==> src/omc_defs.svh <==
/*
  Constants for the output cell block: fuse codes, field positions and
  reset values. Assumes it is included by bare name from src/.
*/
// Overview of operation
// - Unprogrammed fuse (A) makes a connection active; programmed fuse makes it inactive.
// - Product term with both true and complement inputs intact stays inactive.
// - Register-type fuse: A gives D flip-flop, programmed gives J-K flip-flop.
// - Configuration fuse: A gives registered output; programmed gives combinatorial plus buried.
// - Output polarity applies only to the combinatorial output path.
// - Register updates on rising edge of external clock (A) or cell clock.
// - Any cell can capture its pin value as a registered input.
// - Output enable: from active-low pin, from product term, or always enabled.
// - The two extra bidirectional pins take enable only from their product terms.
// - After power-up every flip-flop is 0, so registered pins show high.
// - Preset term forces 1, reset term forces 0, without waiting for a clock.
// - J-K holds, clears, sets per J and K; pin shows complement; D follows D.
// - With preset and reset both asserted the register reads high.
`ifndef OMC_DEFS_SVH
`define OMC_DEFS_SVH
`define OMC_FUSE_A 1'b0
`define OMC_FUSE_PROG 1'b1
`define OMC_REG_RESET 1'b0
`define OMC_NCELL 10
`define OMC_ADDR_CFG 32'h0000_0000
`define OMC_ADDR_POL 32'h0000_0004
`define OMC_ADDR_CTL 32'h0000_0008
`define OMC_ADDR_STAT 32'h0000_000c
`define OMC_ADDR_PIN 32'h0000_0010
`define OMC_ADDR_XB 32'h0000_0014
`define OMC_CFG_REGSEL_LSB 0
`define OMC_CFG_CONF_LSB 10
`define OMC_CFG_CLK_LSB 20
`define OMC_CTL_OEC_LSB 0
`define OMC_CTL_EN_LSB 10
`define OMC_CFG_RST 32'h0000_0000
`define OMC_RESP_OKAY 2'b00
`define OMC_RESP_SLVERR 2'b10
`endif

==> src/omc_pkg.sv <==
/*
  Types shared by the output cell block.
  Assumes omc_defs.svh sits beside it.
*/
package omc_pkg;
  typedef enum logic [1:0] {
    OMC_OE_PIN,
    OMC_OE_TERM,
    OMC_OE_ALWAYS
  } omc_oe_mode_t;
  typedef enum logic {
    OMC_BUS_IDLE,
    OMC_BUS_RESP
  } omc_bus_state_t;
endpackage

==> src/omc_cell_if.sv <==
/*
  Carrier between the top and its cell register bank: per-cell drive terms
  and results. Assumes one clock domain.
*/
`timescale 1ns/100ps
interface omc_cell_if #(parameter int N = 10);
  logic [N-1:0] jd;
  logic [N-1:0] k;
  logic [N-1:0] load;
  logic [N-1:0] pin_in;
  logic [N-1:0] preset_term;
  logic [N-1:0] reset_term;
  logic [N-1:0] clk_sel_ext;
  logic [N-1:0] is_d;
  logic [N-1:0] cell_clock;
  logic ext_clock;
  logic [N-1:0] q;
  modport top (output jd, k, load, pin_in, preset_term, reset_term, clk_sel_ext,
    is_d, cell_clock, ext_clock, input q);
  modport bank (input jd, k, load, pin_in, preset_term, reset_term, clk_sel_ext,
    is_d, cell_clock, ext_clock, output q);
endinterface

==> src/omc_cell_bank.sv <==
/*
  Register bank of the output cells, one flip-flop per cell.
  Assumes all inputs are already synchronised to clk_sys; clock edges arrive
  as level samples and are edge-detected here.
*/
`timescale 1ns/100ps
`include "omc_defs.svh"
module omc_cell_bank #(
  parameter int N = `OMC_NCELL
) (
  // Clock and reset
  input wire logic clk_sys,
  input wire logic reset,
  // Cell terms
  omc_cell_if.bank cif
);
  logic [N-1:0] q_ff;
  logic [N-1:0] nxt_q;
  logic [N-1:0] clk_last_ff;
  logic [N-1:0] nxt_clk_last;
  logic [N-1:0] clk_lvl;

  assign cif.q = q_ff;

  // -------------------------------------------------------------
  // Per-cell next state
  // -------------------------------------------------------------
  genvar g;
  generate
    for (g = 0; g < N; g++) begin : g_cell
      // Select clock source per cell
      assign clk_lvl[g] = cif.clk_sel_ext[g] ? cif.ext_clock : cif.cell_clock[g];
      always_comb begin
        nxt_clk_last[g] = clk_lvl[g];
        nxt_q[g] = q_ff[g];
        // Preset wins while both held, so Q reads high
        if (cif.preset_term[g]) begin
          nxt_q[g] = 1'b1;
        end else if (cif.reset_term[g]) begin
          nxt_q[g] = 1'b0;
        end else if (clk_lvl[g] && !clk_last_ff[g]) begin
          if (cif.load[g]) begin
            nxt_q[g] = cif.pin_in[g];
          end else if (cif.is_d[g]) begin
            nxt_q[g] = cif.jd[g];
          end else begin
            case ({cif.jd[g], cif.k[g]})
              2'b01: nxt_q[g] = 1'b0;
              2'b10: nxt_q[g] = 1'b1;
              2'b11: nxt_q[g] = ~q_ff[g];
              default: nxt_q[g] = q_ff[g];
            endcase
          end
        end
      end
    end
  endgenerate

  // Register; flops clear to zero at reset
  always_ff @(posedge clk_sys) begin
    if (reset) begin
      q_ff <= '0;
      clk_last_ff <= '0;
    end else begin
      q_ff <= nxt_q;
      clk_last_ff <= nxt_clk_last;
    end
  end

  // Preset forces the register high by the next cycle
  property p_preset;
    @(posedge clk_sys) disable iff (reset) cif.preset_term[0] |=> q_ff[0];
  endproperty
  a_preset: assert property (p_preset) else $error("preset did not set");

  property p_reset_only;
    @(posedge clk_sys) disable iff (reset)
      (cif.reset_term[0] && !cif.preset_term[0]) |=> !q_ff[0];
  endproperty
  a_reset_only: assert property (p_reset_only) else $error("reset did not clear");

  property p_jk_toggle;
    @(posedge clk_sys) disable iff (reset)
      (!cif.preset_term[0] && !cif.reset_term[0] && !cif.is_d[0] && !cif.load[0]
       && clk_lvl[0] && !clk_last_ff[0] && cif.jd[0] && cif.k[0])
      |=> q_ff[0] != $past(q_ff[0]);
  endproperty
  a_jk_toggle: assert property (p_jk_toggle) else $error("jk did not toggle");

  property p_hold_no_edge;
    @(posedge clk_sys) disable iff (reset)
      (!cif.preset_term[0] && !cif.reset_term[0] && !(clk_lvl[0] && !clk_last_ff[0]))
      |=> $stable(q_ff[0]);
  endproperty
  a_hold_no_edge: assert property (p_hold_no_edge) else $error("q moved without edge");
endmodule

==> src/omc_top.sv <==
/*
  Output cell logic of a programmable sequencer: ten cells with D or J-K
  registers, registered or combinatorial outputs, selectable clocks, enable
  control, preload and preset/reset, plus two extra bidirectional pins.
  Fuse settings are held in AXI4-Lite registers. Pins and external clock
  arrive asynchronously and are synchronised by two flops; array product
  terms come from logic on clk_sys.
*/
// The register addresses and the AXI4-Lite slave port were left to the implementer.
`timescale 1ns/100ps
`include "omc_defs.svh"
module omc_top #(
  parameter int N = `OMC_NCELL
) (
  // Clock and reset
  input wire logic clk_sys,
  input wire logic reset,
  // AXI4-Lite slave
  input wire logic [31:0] s_axi_awaddr,
  input wire logic s_axi_awvalid,
  output logic s_axi_awready,
  input wire logic [31:0] s_axi_wdata,
  input wire logic [3:0] s_axi_wstrb,
  input wire logic s_axi_wvalid,
  output logic s_axi_wready,
  output logic [1:0] s_axi_bresp,
  output logic s_axi_bvalid,
  input wire logic s_axi_bready,
  input wire logic [31:0] s_axi_araddr,
  input wire logic s_axi_arvalid,
  output logic s_axi_arready,
  output logic [31:0] s_axi_rdata,
  output logic [1:0] s_axi_rresp,
  output logic s_axi_rvalid,
  input wire logic s_axi_rready,
  // Product terms from the array, raw (one set per cell, plus one pair for the two extra pins)
  input wire logic [N-1:0] term_data_pos,
  input wire logic [N-1:0] term_data_neg,
  input wire logic [N-1:0] term_data_fuse_pos,
  input wire logic [N-1:0] term_data_fuse_neg,
  input wire logic [N-1:0] term_k,
  input wire logic [N-1:0] term_comb,
  input wire logic [N-1:0] cell_clock,
  input wire logic [N-1:0] preset_term,
  input wire logic [N-1:0] reset_term,
  input wire logic [N-1:0] load_term,
  input wire logic [N-1:0] oe_term,
  input wire logic [1:0] xb_out_term,
  input wire logic [1:0] xb_oe_term,
  // Pins
  input wire logic ext_clock_pin,
  input wire logic oe_pin_n,
  input wire logic [N-1:0] cell_pin_in,
  output logic [N-1:0] cell_pin_out,
  output logic [N-1:0] cell_pin_oe,
  input wire logic extra_bidir_pin_zero_in,
  output logic extra_bidir_pin_zero_out,
  output logic extra_bidir_pin_zero_oe,
  input wire logic extra_bidir_pin_one_in,
  output logic extra_bidir_pin_one_out,
  output logic extra_bidir_pin_one_oe,
  // Feedback to the array
  output logic [N-1:0] reg_feedback,
  output logic [N-1:0] pin_feedback,
  output logic [1:0] xb_feedback
);
  // -------------------------------------------------------------
  // Synchronisers for pins and the external clock
  // -------------------------------------------------------------
  logic [N+3:0] sync1_ff;
  logic [N+3:0] sync2_ff;
  logic [N+3:0] nxt_sync1;
  logic [N-1:0] pin_s;
  logic ext_clk_s;
  logic oe_n_s;
  logic [1:0] xb_in_s;

  // Raw pins gathered for the two-flop stage
  always_comb begin
    nxt_sync1 = {extra_bidir_pin_one_in, extra_bidir_pin_zero_in, oe_pin_n,
      ext_clock_pin, cell_pin_in};
  end
  always_ff @(posedge clk_sys) begin
    if (reset) begin
      // Enable pin idles high; a zero here would switch the cells on after reset
      sync1_ff <= {2'b00, 1'b1, {(N+1){1'b0}}};
      sync2_ff <= {2'b00, 1'b1, {(N+1){1'b0}}};
    end else begin
      sync1_ff <= nxt_sync1;
      sync2_ff <= sync1_ff;
    end
  end
  assign pin_s = sync2_ff[N-1:0];
  assign ext_clk_s = sync2_ff[N];
  assign oe_n_s = sync2_ff[N+1];
  assign xb_in_s = sync2_ff[N+3:N+2];

  // -------------------------------------------------------------
  // Fuse registers
  // -------------------------------------------------------------
  // Fuse value 0 means unprogrammed (A), so reset gives the shipped state
  logic [31:0] cfg_ff;
  logic [31:0] nxt_cfg;
  logic [31:0] ctl_ff;
  logic [31:0] nxt_ctl;
  logic [N-1:0] pol_ff;
  logic [N-1:0] nxt_pol;
  logic [N-1:0] regsel_prog;
  logic [N-1:0] conf_prog;
  logic [N-1:0] clk_prog;
  logic [N-1:0] oec_prog;
  logic [N-1:0] en_prog;
  assign regsel_prog = cfg_ff[`OMC_CFG_REGSEL_LSB +: N];
  assign conf_prog = cfg_ff[`OMC_CFG_CONF_LSB +: N];
  assign clk_prog = cfg_ff[`OMC_CFG_CLK_LSB +: N];
  assign oec_prog = ctl_ff[`OMC_CTL_OEC_LSB +: N];
  assign en_prog = ctl_ff[`OMC_CTL_EN_LSB +: N];

  // -------------------------------------------------------------
  // AXI4-Lite slave
  // -------------------------------------------------------------
  omc_pkg::omc_bus_state_t wst_ff, nxt_wst, rst_ff, nxt_rst;
  logic aw_got_ff, nxt_aw_got, w_got_ff, nxt_w_got;
  logic [31:0] awaddr_ff, nxt_awaddr, wdata_ff, nxt_wdata;
  logic [3:0] wstrb_ff, nxt_wstrb;
  logic [1:0] bresp_ff, nxt_bresp, rresp_ff, nxt_rresp;
  logic [31:0] rdata_ff, nxt_rdata;
  logic [31:0] merged;
  logic [N-1:0] q;

  // Write path: take address and data in either order, answer after both
  always_comb begin
    nxt_wst = wst_ff;
    nxt_aw_got = aw_got_ff;
    nxt_w_got = w_got_ff;
    nxt_awaddr = awaddr_ff;
    nxt_wdata = wdata_ff;
    nxt_wstrb = wstrb_ff;
    nxt_bresp = bresp_ff;
    nxt_cfg = cfg_ff;
    nxt_ctl = ctl_ff;
    nxt_pol = pol_ff;
    merged = 32'h0000_0000;
    case (wst_ff)
      omc_pkg::OMC_BUS_IDLE: begin
        if (s_axi_awvalid && s_axi_awready) begin
          nxt_aw_got = 1'b1;
          nxt_awaddr = s_axi_awaddr;
        end
        if (s_axi_wvalid && s_axi_wready) begin
          nxt_w_got = 1'b1;
          nxt_wdata = s_axi_wdata;
          nxt_wstrb = s_axi_wstrb;
        end
        if (aw_got_ff && w_got_ff) begin
          nxt_bresp = `OMC_RESP_OKAY;
          for (int b = 0; b < 4; b++) begin
            merged[b*8 +: 8] = wstrb_ff[b] ? wdata_ff[b*8 +: 8] : 8'h00;
          end
          case (awaddr_ff)
            `OMC_ADDR_CFG: begin
              for (int b = 0; b < 4; b++) begin
                if (wstrb_ff[b]) nxt_cfg[b*8 +: 8] = merged[b*8 +: 8];
              end
            end
            `OMC_ADDR_CTL: begin
              for (int b = 0; b < 4; b++) begin
                if (wstrb_ff[b]) nxt_ctl[b*8 +: 8] = merged[b*8 +: 8];
              end
            end
            `OMC_ADDR_POL: begin
              if (wstrb_ff[0]) nxt_pol[7:0] = merged[7:0];
              if (wstrb_ff[1]) nxt_pol[N-1:8] = merged[N-1:8];
            end
            `OMC_ADDR_STAT, `OMC_ADDR_PIN, `OMC_ADDR_XB: nxt_bresp = `OMC_RESP_OKAY;
            default: nxt_bresp = `OMC_RESP_SLVERR;
          endcase
          nxt_aw_got = 1'b0;
          nxt_w_got = 1'b0;
          nxt_wst = omc_pkg::OMC_BUS_RESP;
        end
      end
      omc_pkg::OMC_BUS_RESP: begin
        if (s_axi_bready) nxt_wst = omc_pkg::OMC_BUS_IDLE;
      end
      default: nxt_wst = omc_pkg::OMC_BUS_IDLE;
    endcase
  end

  // Read path: one cycle to register the data, then hold until rready
  always_comb begin
    nxt_rst = rst_ff;
    nxt_rdata = rdata_ff;
    nxt_rresp = rresp_ff;
    case (rst_ff)
      omc_pkg::OMC_BUS_IDLE: begin
        if (s_axi_arvalid && s_axi_arready) begin
          nxt_rst = omc_pkg::OMC_BUS_RESP;
          nxt_rresp = `OMC_RESP_OKAY;
          case (s_axi_araddr)
            `OMC_ADDR_CFG: nxt_rdata = cfg_ff;
            `OMC_ADDR_CTL: nxt_rdata = ctl_ff;
            `OMC_ADDR_POL: nxt_rdata = {{(32-N){1'b0}}, pol_ff};
            `OMC_ADDR_STAT: nxt_rdata = {{(32-N){1'b0}}, q};
            `OMC_ADDR_PIN: nxt_rdata = {{(32-N){1'b0}}, pin_s};
            `OMC_ADDR_XB: nxt_rdata = {30'h0000_0000, xb_in_s};
            default: begin
              nxt_rdata = 32'h0000_0000;
              nxt_rresp = `OMC_RESP_SLVERR;
            end
          endcase
        end
      end
      omc_pkg::OMC_BUS_RESP: begin
        if (s_axi_rready) nxt_rst = omc_pkg::OMC_BUS_IDLE;
      end
      default: nxt_rst = omc_pkg::OMC_BUS_IDLE;
    endcase
  end

  // Bus and fuse state registers
  always_ff @(posedge clk_sys) begin
    if (reset) begin
      wst_ff <= omc_pkg::OMC_BUS_IDLE;
      rst_ff <= omc_pkg::OMC_BUS_IDLE;
      aw_got_ff <= 1'b0;
      w_got_ff <= 1'b0;
      awaddr_ff <= 32'h0000_0000;
      wdata_ff <= 32'h0000_0000;
      wstrb_ff <= 4'h0;
      bresp_ff <= 2'b00;
      rresp_ff <= 2'b00;
      rdata_ff <= 32'h0000_0000;
      cfg_ff <= `OMC_CFG_RST;
      ctl_ff <= `OMC_CFG_RST;
      pol_ff <= '0;
    end else begin
      wst_ff <= nxt_wst;
      rst_ff <= nxt_rst;
      aw_got_ff <= nxt_aw_got;
      w_got_ff <= nxt_w_got;
      awaddr_ff <= nxt_awaddr;
      wdata_ff <= nxt_wdata;
      wstrb_ff <= nxt_wstrb;
      bresp_ff <= nxt_bresp;
      rresp_ff <= nxt_rresp;
      rdata_ff <= nxt_rdata;
      cfg_ff <= nxt_cfg;
      ctl_ff <= nxt_ctl;
      pol_ff <= nxt_pol;
    end
  end
  // Ready flags are register-derived; address and data are taken once each
  always_ff @(posedge clk_sys) begin
    if (reset) begin
      s_axi_awready <= 1'b0;
      s_axi_wready <= 1'b0;
      s_axi_arready <= 1'b0;
    end else begin
      s_axi_awready <= (nxt_wst == omc_pkg::OMC_BUS_IDLE) && !nxt_aw_got;
      s_axi_wready <= (nxt_wst == omc_pkg::OMC_BUS_IDLE) && !nxt_w_got;
      s_axi_arready <= (nxt_rst == omc_pkg::OMC_BUS_IDLE);
    end
  end
  assign s_axi_bvalid = (wst_ff == omc_pkg::OMC_BUS_RESP);
  assign s_axi_bresp = bresp_ff;
  assign s_axi_rvalid = (rst_ff == omc_pkg::OMC_BUS_RESP);
  assign s_axi_rdata = rdata_ff;
  assign s_axi_rresp = rresp_ff;

  // -------------------------------------------------------------
  // Cell data path
  // -------------------------------------------------------------
  omc_cell_if #(.N(N)) cif ();
  logic [N-1:0] jd_term;
  logic [N-1:0] oe_now;
  logic [N-1:0] out_now;
  logic [N-1:0] pin_out_ff, nxt_pin_out, pin_oe_ff, nxt_pin_oe;
  logic [1:0] xb_out_ff, nxt_xb_out, xb_oe_ff, nxt_xb_oe;

  // Data term: a gate with both polarities intact never fires
  assign jd_term = (term_data_pos & ~term_data_fuse_pos) |
    (term_data_neg & ~term_data_fuse_neg);
  assign cif.jd = jd_term & ~(~term_data_fuse_pos & ~term_data_fuse_neg);
  assign cif.k = term_k;
  assign cif.is_d = ~regsel_prog;
  assign cif.clk_sel_ext = ~clk_prog;
  assign cif.cell_clock = cell_clock;
  assign cif.ext_clock = ext_clk_s;
  assign cif.preset_term = preset_term;
  assign cif.reset_term = reset_term;
  // Preload only while the driver is off; the far side also keeps it off
  assign cif.load = load_term & ~oe_now;
  assign cif.pin_in = pin_s;
  assign q = cif.q;

  omc_cell_bank #(.N(N)) i_omc_cell_bank (
    .clk_sys(clk_sys),
    .reset(reset),
    .cif(cif.bank)
  );

  // Enable select and output mux per cell
  genvar g;
  generate
    for (g = 0; g < N; g++) begin : g_out
      always_comb begin
        if (!oec_prog[g] && en_prog[g]) begin
          oe_now[g] = 1'b1;
        end else if (!oec_prog[g]) begin
          oe_now[g] = !oe_n_s;
        end else begin
          oe_now[g] = oe_term[g];
        end
        if (!conf_prog[g]) begin
          out_now[g] = ~q[g];
        end else begin
          out_now[g] = term_comb[g] ^ pol_ff[g];
        end
      end
    end
  endgenerate

  // Pin outputs registered; extra pins ignore the shared enable pin
  always_comb begin
    nxt_pin_out = out_now;
    nxt_pin_oe = oe_now;
    nxt_xb_out = xb_out_term;
    nxt_xb_oe = xb_oe_term;
  end
  always_ff @(posedge clk_sys) begin
    if (reset) begin
      pin_out_ff <= '1;
      pin_oe_ff <= '0;
      xb_out_ff <= 2'b00;
      xb_oe_ff <= 2'b00;
    end else begin
      pin_out_ff <= nxt_pin_out;
      pin_oe_ff <= nxt_pin_oe;
      xb_out_ff <= nxt_xb_out;
      xb_oe_ff <= nxt_xb_oe;
    end
  end
  assign cell_pin_out = pin_out_ff;
  assign cell_pin_oe = pin_oe_ff;
  assign extra_bidir_pin_zero_out = xb_out_ff[0];
  assign extra_bidir_pin_zero_oe = xb_oe_ff[0];
  assign extra_bidir_pin_one_out = xb_out_ff[1];
  assign extra_bidir_pin_one_oe = xb_oe_ff[1];
  assign reg_feedback = q;
  assign pin_feedback = pin_s;
  assign xb_feedback = xb_in_s;

  // Extra pins follow only their own terms
  property p_xb_oe;
    @(posedge clk_sys) disable iff (reset) xb_oe_term[0] |=> extra_bidir_pin_zero_oe;
  endproperty
  a_xb_oe: assert property (p_xb_oe) else $error("extra pin enable wrong");

  property p_reg_pin;
    @(posedge clk_sys) disable iff (reset) !conf_prog[0] |=> cell_pin_out[0] == !$past(q[0]);
  endproperty
  a_reg_pin: assert property (p_reg_pin) else $error("registered pin not inverted");

  property p_pol;
    @(posedge clk_sys) disable iff (reset)
      conf_prog[0] |=> cell_pin_out[0] == ($past(term_comb[0]) ^ $past(pol_ff[0]));
  endproperty
  a_pol: assert property (p_pol) else $error("polarity wrong");

  property p_oe_pin;
    @(posedge clk_sys) disable iff (reset)
      (!oec_prog[0] && !en_prog[0]) |=> cell_pin_oe[0] == !$past(oe_n_s);
  endproperty
  a_oe_pin: assert property (p_oe_pin) else $error("pin enable wrong");

  property p_gate_off;
    @(posedge clk_sys) disable iff (reset)
      (!term_data_fuse_pos[0] && !term_data_fuse_neg[0]) |-> !cif.jd[0];
  endproperty
  a_gate_off: assert property (p_gate_off) else $error("dual-fuse gate active");
endmodule

==> config.mk <==
export PLATFORM = sky130hd
export DESIGN_NAME = omc_top
export DESIGN_NICKNAME = d
export VERILOG_FILES = /design/src/omc_pkg.sv /design/src/omc_cell_if.sv /design/src/omc_cell_bank.sv /design/src/omc_top.sv
export VERILOG_INCLUDE_DIRS = /design/src /design/src/src
export SDC_FILE = /design/constraint.sdc
export NUM_CORES = 1
export LEC_CHECK = 0
export BUFFER_PORTS_ARGS = -buffer_cell sky130_fd_sc_hd__buf_2
export CAP_MARGIN = 0
export CORE_ASPECT_RATIO = 0.75
export CORE_MARGIN = 1
export CORE_UTILIZATION = 45
export DETAILED_ROUTE_END_ITERATION = 16
export GPL_TIMING_DRIVEN = 0
export PLACE_DENSITY = 0.8
export RECOVER_POWER = 100
export SKIP_LAST_GASP = 1
export SLEW_MARGIN = 5
export SYNTH_ARGS = -nofsm -noshare
export SYNTH_HDL_FRONTEND = slang
export SYNTH_SLANG_ARGS = --single-unit
==> constraint.sdc <==
create_clock -name clk_sys -period 2.1 [get_ports clk_sys]
set_input_delay 0.105 -clock clk_sys [delete_from_list [all_inputs] [get_ports clk_sys]]
set_output_delay 0.105 -clock clk_sys [all_outputs]
set_load 0.005 [all_outputs]
## Word level (Yosys, flattened, before mapping)

Cells that the tools add are included.
W data, S select, Z words.

- Input bits: 235
- Register bits: 257
- Word-level logic and storage cells: 328

- Equal/unequal tests: 40
- Multiplexer cells: 115
- Bitwise operators: 36
- Reductions and logical operators: 97

Operators with widths:

| operator | number |
|---|---|
| $pmux W32 S6 | 1 |
| $eq A32 B4 Y1 const B | 4 |
| $eq A32 B5 Y1 const B | 4 |
| $mux W1 | 100 |
| $reduce_bool A7 Y1 | 10 |
| $eq A32 B3 Y1 const B | 2 |
| $logic_not A32 Y1 | 2 |
| $not A10 Y10 | 6 |
| $and A10 B10 Y10 | 5 |
| $eq A2 B2 Y1 const B | 20 |
| $reduce_and A4 Y1 | 10 |
| $pmux W1 S3 | 10 |
| $reduce_bool A3 Y1 | 10 |
| $reduce_and A2 Y1 | 14 |
| $logic_and A1 B1 Y1 | 26 |
| $logic_not A1 Y1 | 23 |
| $eq A2 B1 Y1 const B | 10 |
| $not A1 Y1 | 14 |
| $reduce_or A6 Y1 | 2 |
| $or A10 B10 Y10 | 1 |
| $xor A1 B1 Y1 | 10 |
| $mux W2 | 2 |
| $pmux W1 S2 | 2 |

## Longest topological paths before layout

- Word-level depth: 11
- Gate-level depth with buffers: 7

## Hierarchy

From an unflattened synthesis, not the netlist that was laid out.

- Cells, all modules: 1297
- Area total of the unflattened synthesis: 11058.1 um^2

By module, submodules not included:

| module | times used | cells each | sequential area each (um^2) | area an instance (um^2) |
|---|---|---|---|---|
| omc_top | 1 | 1155 | 4704.5 | 9924.5 |
| omc_cell_bank | 1 | 142 | 400.4 | 1133.6 |

## Least setup slack after synthesis

Ideal clock, no wire load.

- Path kind: register to register
- From: reg wst_ff (netlist: s_axi_bvalid)
- To: reg ctl_ff[23]
- Data required time: 1972 ps
- Library setup time: 128 ps
- Buffers on the path: 2
- Arrival time: 1741 ps
- Stages on the path, launching flop included: 8
- Setup slack: 231 ps
- Period minus slack after synthesis: 1869 ps
- Cells stage by stage: dfxtp_1 -> and3b_1 -> buf_4 -> nand4_1 -> buf_4 -> nor4_4 -> mux2i_1 -> nor2_1

- Longest elaborated chain between the ends: 2

RTL lines:

| element | line | text |
|---|---|---|
| from (decl) | omc_top.sv:122 | `omc_pkg::omc_bus_state_t wst_ff, nxt_wst, rst_ff, nxt_rst;` |
| from (signal assigned) | omc_top.sv:224 | `wst_ff <= omc_pkg::OMC_BUS_IDLE;` |
| from (signal assigned) | omc_top.sv:238 | `wst_ff <= nxt_wst;` |
| $not A1 Y1 (no source line) | n/a |  |
| $reduce_and A4 Y1 (no source line) | n/a |  |
| to (signal assigned) | omc_top.sv:235 | `` ctl_ff <= `OMC_CFG_RST; `` |
| to (signal assigned) | omc_top.sv:249 | `ctl_ff <= nxt_ctl;` |
| to (decl) | omc_top.sv:104 | `logic [31:0] ctl_ff;` |

No other way between the ends.
A chain may end at the register's enable or synchronous reset.

## Worst setup path after layout

- From: reg sync2_ff[10]
- To: reg i_omc_cell_bank.q_ff[5] (netlist: i_omc_cell_bank.cif.q[5])

- Longest elaborated chain between the ends: 4

RTL lines:

| element | line | text |
|---|---|---|
| from (decl) | omc_top.sv:71 | `logic [N+3:0] sync2_ff;` |
| from (signal assigned) | omc_top.sv:87 | `sync2_ff <= {2'b00, 1'b1, {(N+1){1'b0}}};` |
| from (signal assigned) | omc_top.sv:90 | `sync2_ff <= sync1_ff;` |
| $mux W1 | omc_cell_bank.sv:32 | `assign clk_lvl[g] = cif.clk_sel_ext[g] ? cif.ext_clock : cif.cell_clock[g];` |
| $logic_and A1 B1 Y1 | omc_cell_bank.sv:41 | `end else if (clk_lvl[g] && !clk_last_ff[g]) begin` |
| $reduce_bool A3 Y1 (no source line) | n/a |  |
| $reduce_and A2 Y1 (no source line) | n/a |  |
| to (signal assigned) | omc_cell_bank.sv:65 | `q_ff <= nxt_q;` |
| to (decl) | omc_cell_bank.sv:17 | `logic [N-1:0] q_ff;` |

No other way between the ends.

==> results.tsv <==
stage	metric	value	unit
outcome	status	finished, violations left	
outcome	violations	negative hold slack	
power_and_ir_drop	p_leak	5.79	nW
die	coreArea	22300	µm²
power_and_ir_drop	peakVddDrop	0.609	mV
sta	worst_slew_pin_slew	1020	ps
power_and_ir_drop	pwr-share-comb	10.6	%
worst_hold_path	hold_start	cell_clock[4]	
synthesis	yosysSeqAreaShare	49.2	%
clock_network	cts_tree	done	
die	ios	322	
drt	via_count	10700	
drt	finalWirelength	39700	µm
clock_network	clk_pin_slew_worst_paths	70	ps
power_and_ir_drop	power_switching	0.00274	W
finish	syn_to_final_growth	42.3	%
drt	firstDrtPassIters	5	
sta	setup_viol	0	
synthesis	synth_area_per_cell	9.13	µm²
synthesis	ys_ff_latch	255	
global_route	grt_pass1_wl	58100	µm
worst_hold_path	worstHoldPathType	in -> reg	
finish	drive_above_1_share	25.2	%
synthesis	synth_top_area_share	49.2	%
power_and_ir_drop	internal_power	0.00888	W
critical_path	cp_slowest_stage_delay	630	ps
critical_path	worstSetupStartpointType	flip-flop	
sta	period_share	98.4	%
power_and_ir_drop	power-per-cell-area	787	nW/µm²
critical_path	worstPathRequired	2500	ps
placed_design	port_buffers	318	
drt	vias_per_cell	5.52	
drt	first_iter_violations	987	
synthesis	synth_cells	1136	
synthesis	yosys.cell_types.count	42	
die	rows	47	
finish	mostFrequentLayoutCell	buf_2	
drt	routedWlPerCell	20.5	µm
global_route	antenna_found_initial	2	
critical_path	arrival	2470	ps
finish	nFillCells	1797	
clock_network	clk_path_buf_depth	3	
synthesis	yosys.area.top_type	dfxtp_1	
sta	finalSetupTns	0	ps
synthesis	synth_area_leaders	dfxtp_1 (49%), mux2i_1 (10%), nand2_1 (7.2%)	
die	die_area	23700	µm²
critical_path	endpoint_kind	flip-flop	
global_route	grt_pass1_vias	10300	
critical_path	worstSetupPathType	reg -> reg	
sta	drv_slew	0	
critical_path	cp_max_fo	10	
sta	worst_clock_skew	18.7	ps
clock_network	root_buffer	clkbuf_16	
run	maxCapViolations	0	
sta	layout_min_cycle_time	2070	ps
clock_network	htree_levels	1	
global_route	grt_max_degree	16	
drt	ant_nets	0	
placed_design	place_congestion	0.894	
die	initial_core_util	46.4	%
synthesis	synth_edf_count	0	
power_and_ir_drop	p_seq_share	43.9	%
global_route	gr-total-overflow	0	
die	die_w	177	µm
power_and_ir_drop	p_sw_share	23.6	%
critical_path	crit_start	sync2_ff[10]$_SDFF_PP0_	
sta	holdWs	-15.8	ps
synthesis	synth_top_flop_cell	dfxtp_1	
finish	stdcell_area	14800	µm²
synthesis	synth_area	10400	µm²
clock_network	insertion_delay	530	ps
global_route	grt_usage	32.4	%
die	die_y	133	µm
synthesis	async_flop_share	0	%
power_and_ir_drop	clockPowerShare	45.5	%
placed_design	hpwl	26700	µm
clock_network	numCtsBuffers	25	
placed_design	dpl_cell_area	12400	µm²
sta	finalHoldViolCount	1	
critical_path	reg2reg_setup_slack	30	ps
sta	max_slew_margin	32.0	%
synthesis	ys.warnings.count	0	
critical_path	cpMaxStageDelayCell	or4b_2	
critical_path	crit_chain	mux2i_1 > a311oi_1 > or4b_2 > o311ai_0	
drt	drc	0	
clock_network	clock-sinks	255	
finish	layout_common_cells	buf_2 (279), dfxtp_1 (254), nand2_1 (200)	
finish	final_nets	1855	
sta	max_freq	484	MHz
critical_path	reg2reg_from	sync2_ff[10]$_SDFF_PP0_	
==> cells in the mapped netlist, types with 6 or more instances <==
cell,count
a311oi_1,11
clkbuf_1,49
buf_4,17
nor4_4,8
o211ai_1,10
a221oi_1,8
dfxtp_1,255
nor2b_1,58
nand2_1,200
buf_1,6
nor2_1,106
or4b_2,10
o311ai_0,10
nor4_1,19
mux2_2,10
or2_2,14
xnor2_1,10
and3_1,10
a21oi_1,71
a22oi_1,24
nor3_1,16
o21ai_0,47
nand2b_1,11
nor3b_1,11
mux2i_1,104
o22a_1,10
==> final timing paths <==
check,end,cells after the start
max,i_omc_cell_bank.cif.q[5]$_SDFFE_PP0P_,4
min,i_omc_cell_bank.clk_last_ff[4]$_SDFF_PP0_,3
max reg2reg,i_omc_cell_bank.cif.q[5]$_SDFFE_PP0P_,4
min reg2reg,sync2_ff[11]$_SDFF_PP1_,1
==> metal layers <==
metal | vias to the layer above | track usage, % | share of wire, %
li1 | 4919 | - | -
met4 | 0 | 10.8 | 3.8
met3 | 96 | 6.16 | 8.8
met1 | 5079 | 41.5 | 42
met2 | 574 | 54.7 | 46
met5 | - | 0 | 0
==> what timing repair did <==
| item | 4_1_cts | 5_1_grt |
|---|---|---|
| buffers inserted | 10 | 0 |
| pin swaps | 8 | 0 |
| hold buffers | 128 | 0 |
| gates resized for setup | 1 | 12 |
| endpoints found under the hold margin | 121 | 0 |
| endpoints found under the setup margin | 69 | 47 |
==> power by group through the flow <==
| stage | Combinational [W] | Clock (W) | Sequential [W] |
|---|---|---|---|
| final | 0.00123 | 0.00529 | 0.00510 |
| after global routing | 0.00132 | 0.00547 | 0.00511 |
| after CTS | 0.00120 | 0.00531 | 0.00509 |
| after detailed placement | 0.00100 | 0 | 0.00519 |
| after global placement | 0.000980 | 0 | 0.00519 |
| after floorplan | 0.000498 | 0 | 0.00517 |
==> stage by stage <==
step	utilization [%]	setup WS [ps]	instances	power (W)
2_1_floorplan	-	231	1137	0.00567
5_1_grt	66.1	-1.41	1934	0.0119
3_5_place_dp	55.3	-332	1751	0.00620
4_1_cts	66.1	-74.9	1934	0.0116
3_3_place_gp	55.2	-726	1749	0.00617
6_report	66.1	33.3	1934	0.0116
==> final cells by class <==
| type | count | area, µm² | area share [%] |
|---|---|---|---|
| sequential | 255 | 5110 | 34.6 |
| multi-input combinational | 806 | 4970 | 33.7 |
| clock buffer | 33 | 736 | 4.98 |
| timing repair buffer | 458 | 2990 | 20.2 |
| tap | 294 | 368 | 2.49 |
| clock inverter | 12 | 241 | 1.64 |
| antenna | 2 | 5.00 | 0.0339 |
| buffer | 74 | 352 | 2.38 |
==> critical path, delay by kind of cell, from the launching register on <==
family             cells  cell delay (ps)
AOI/OAI and AO/OA      2              250
and+or+nand+nor        1              630
muxes                  1              600
DFF                    1              450
==> logic make-up (layout without fill, tap and decap cells) <==
family | after synthesis | after routing | synth area share (%)
buffers and inverters | 76 | 577 | 3.47
AOI/OAI and AO/OA | 200 | 200 | 12.0
DFF | 255 | 255 | 49.2
other | 1 | 4 | 0.0361
xor gates and xnor gates | 10 | 10 | 0.844
and+or+nand+nor | 480 | 480 | 23.3
muxes | 114 | 114 | 11.1
==> sequential cells by signal, indices dropped and copies added, names as in the netlist, 2 cells and up <==
register / count
pol_ff: 10
i_omc_cell_bank.clk_last_ff: 10
s_axi_rdata: 32
ctl_ff: 32
sync1_ff: 14
wdata_ff: 32
awaddr_ff: 32
cfg_ff: 32
xb_oe_ff: 2
wstrb_ff: 4
cell_pin_out: 10
sync2_ff: 14
cell_pin_oe: 10
xb_out_ff: 2
i_omc_cell_bank.cif.q: 10
(Power assumes the default switching activity.)
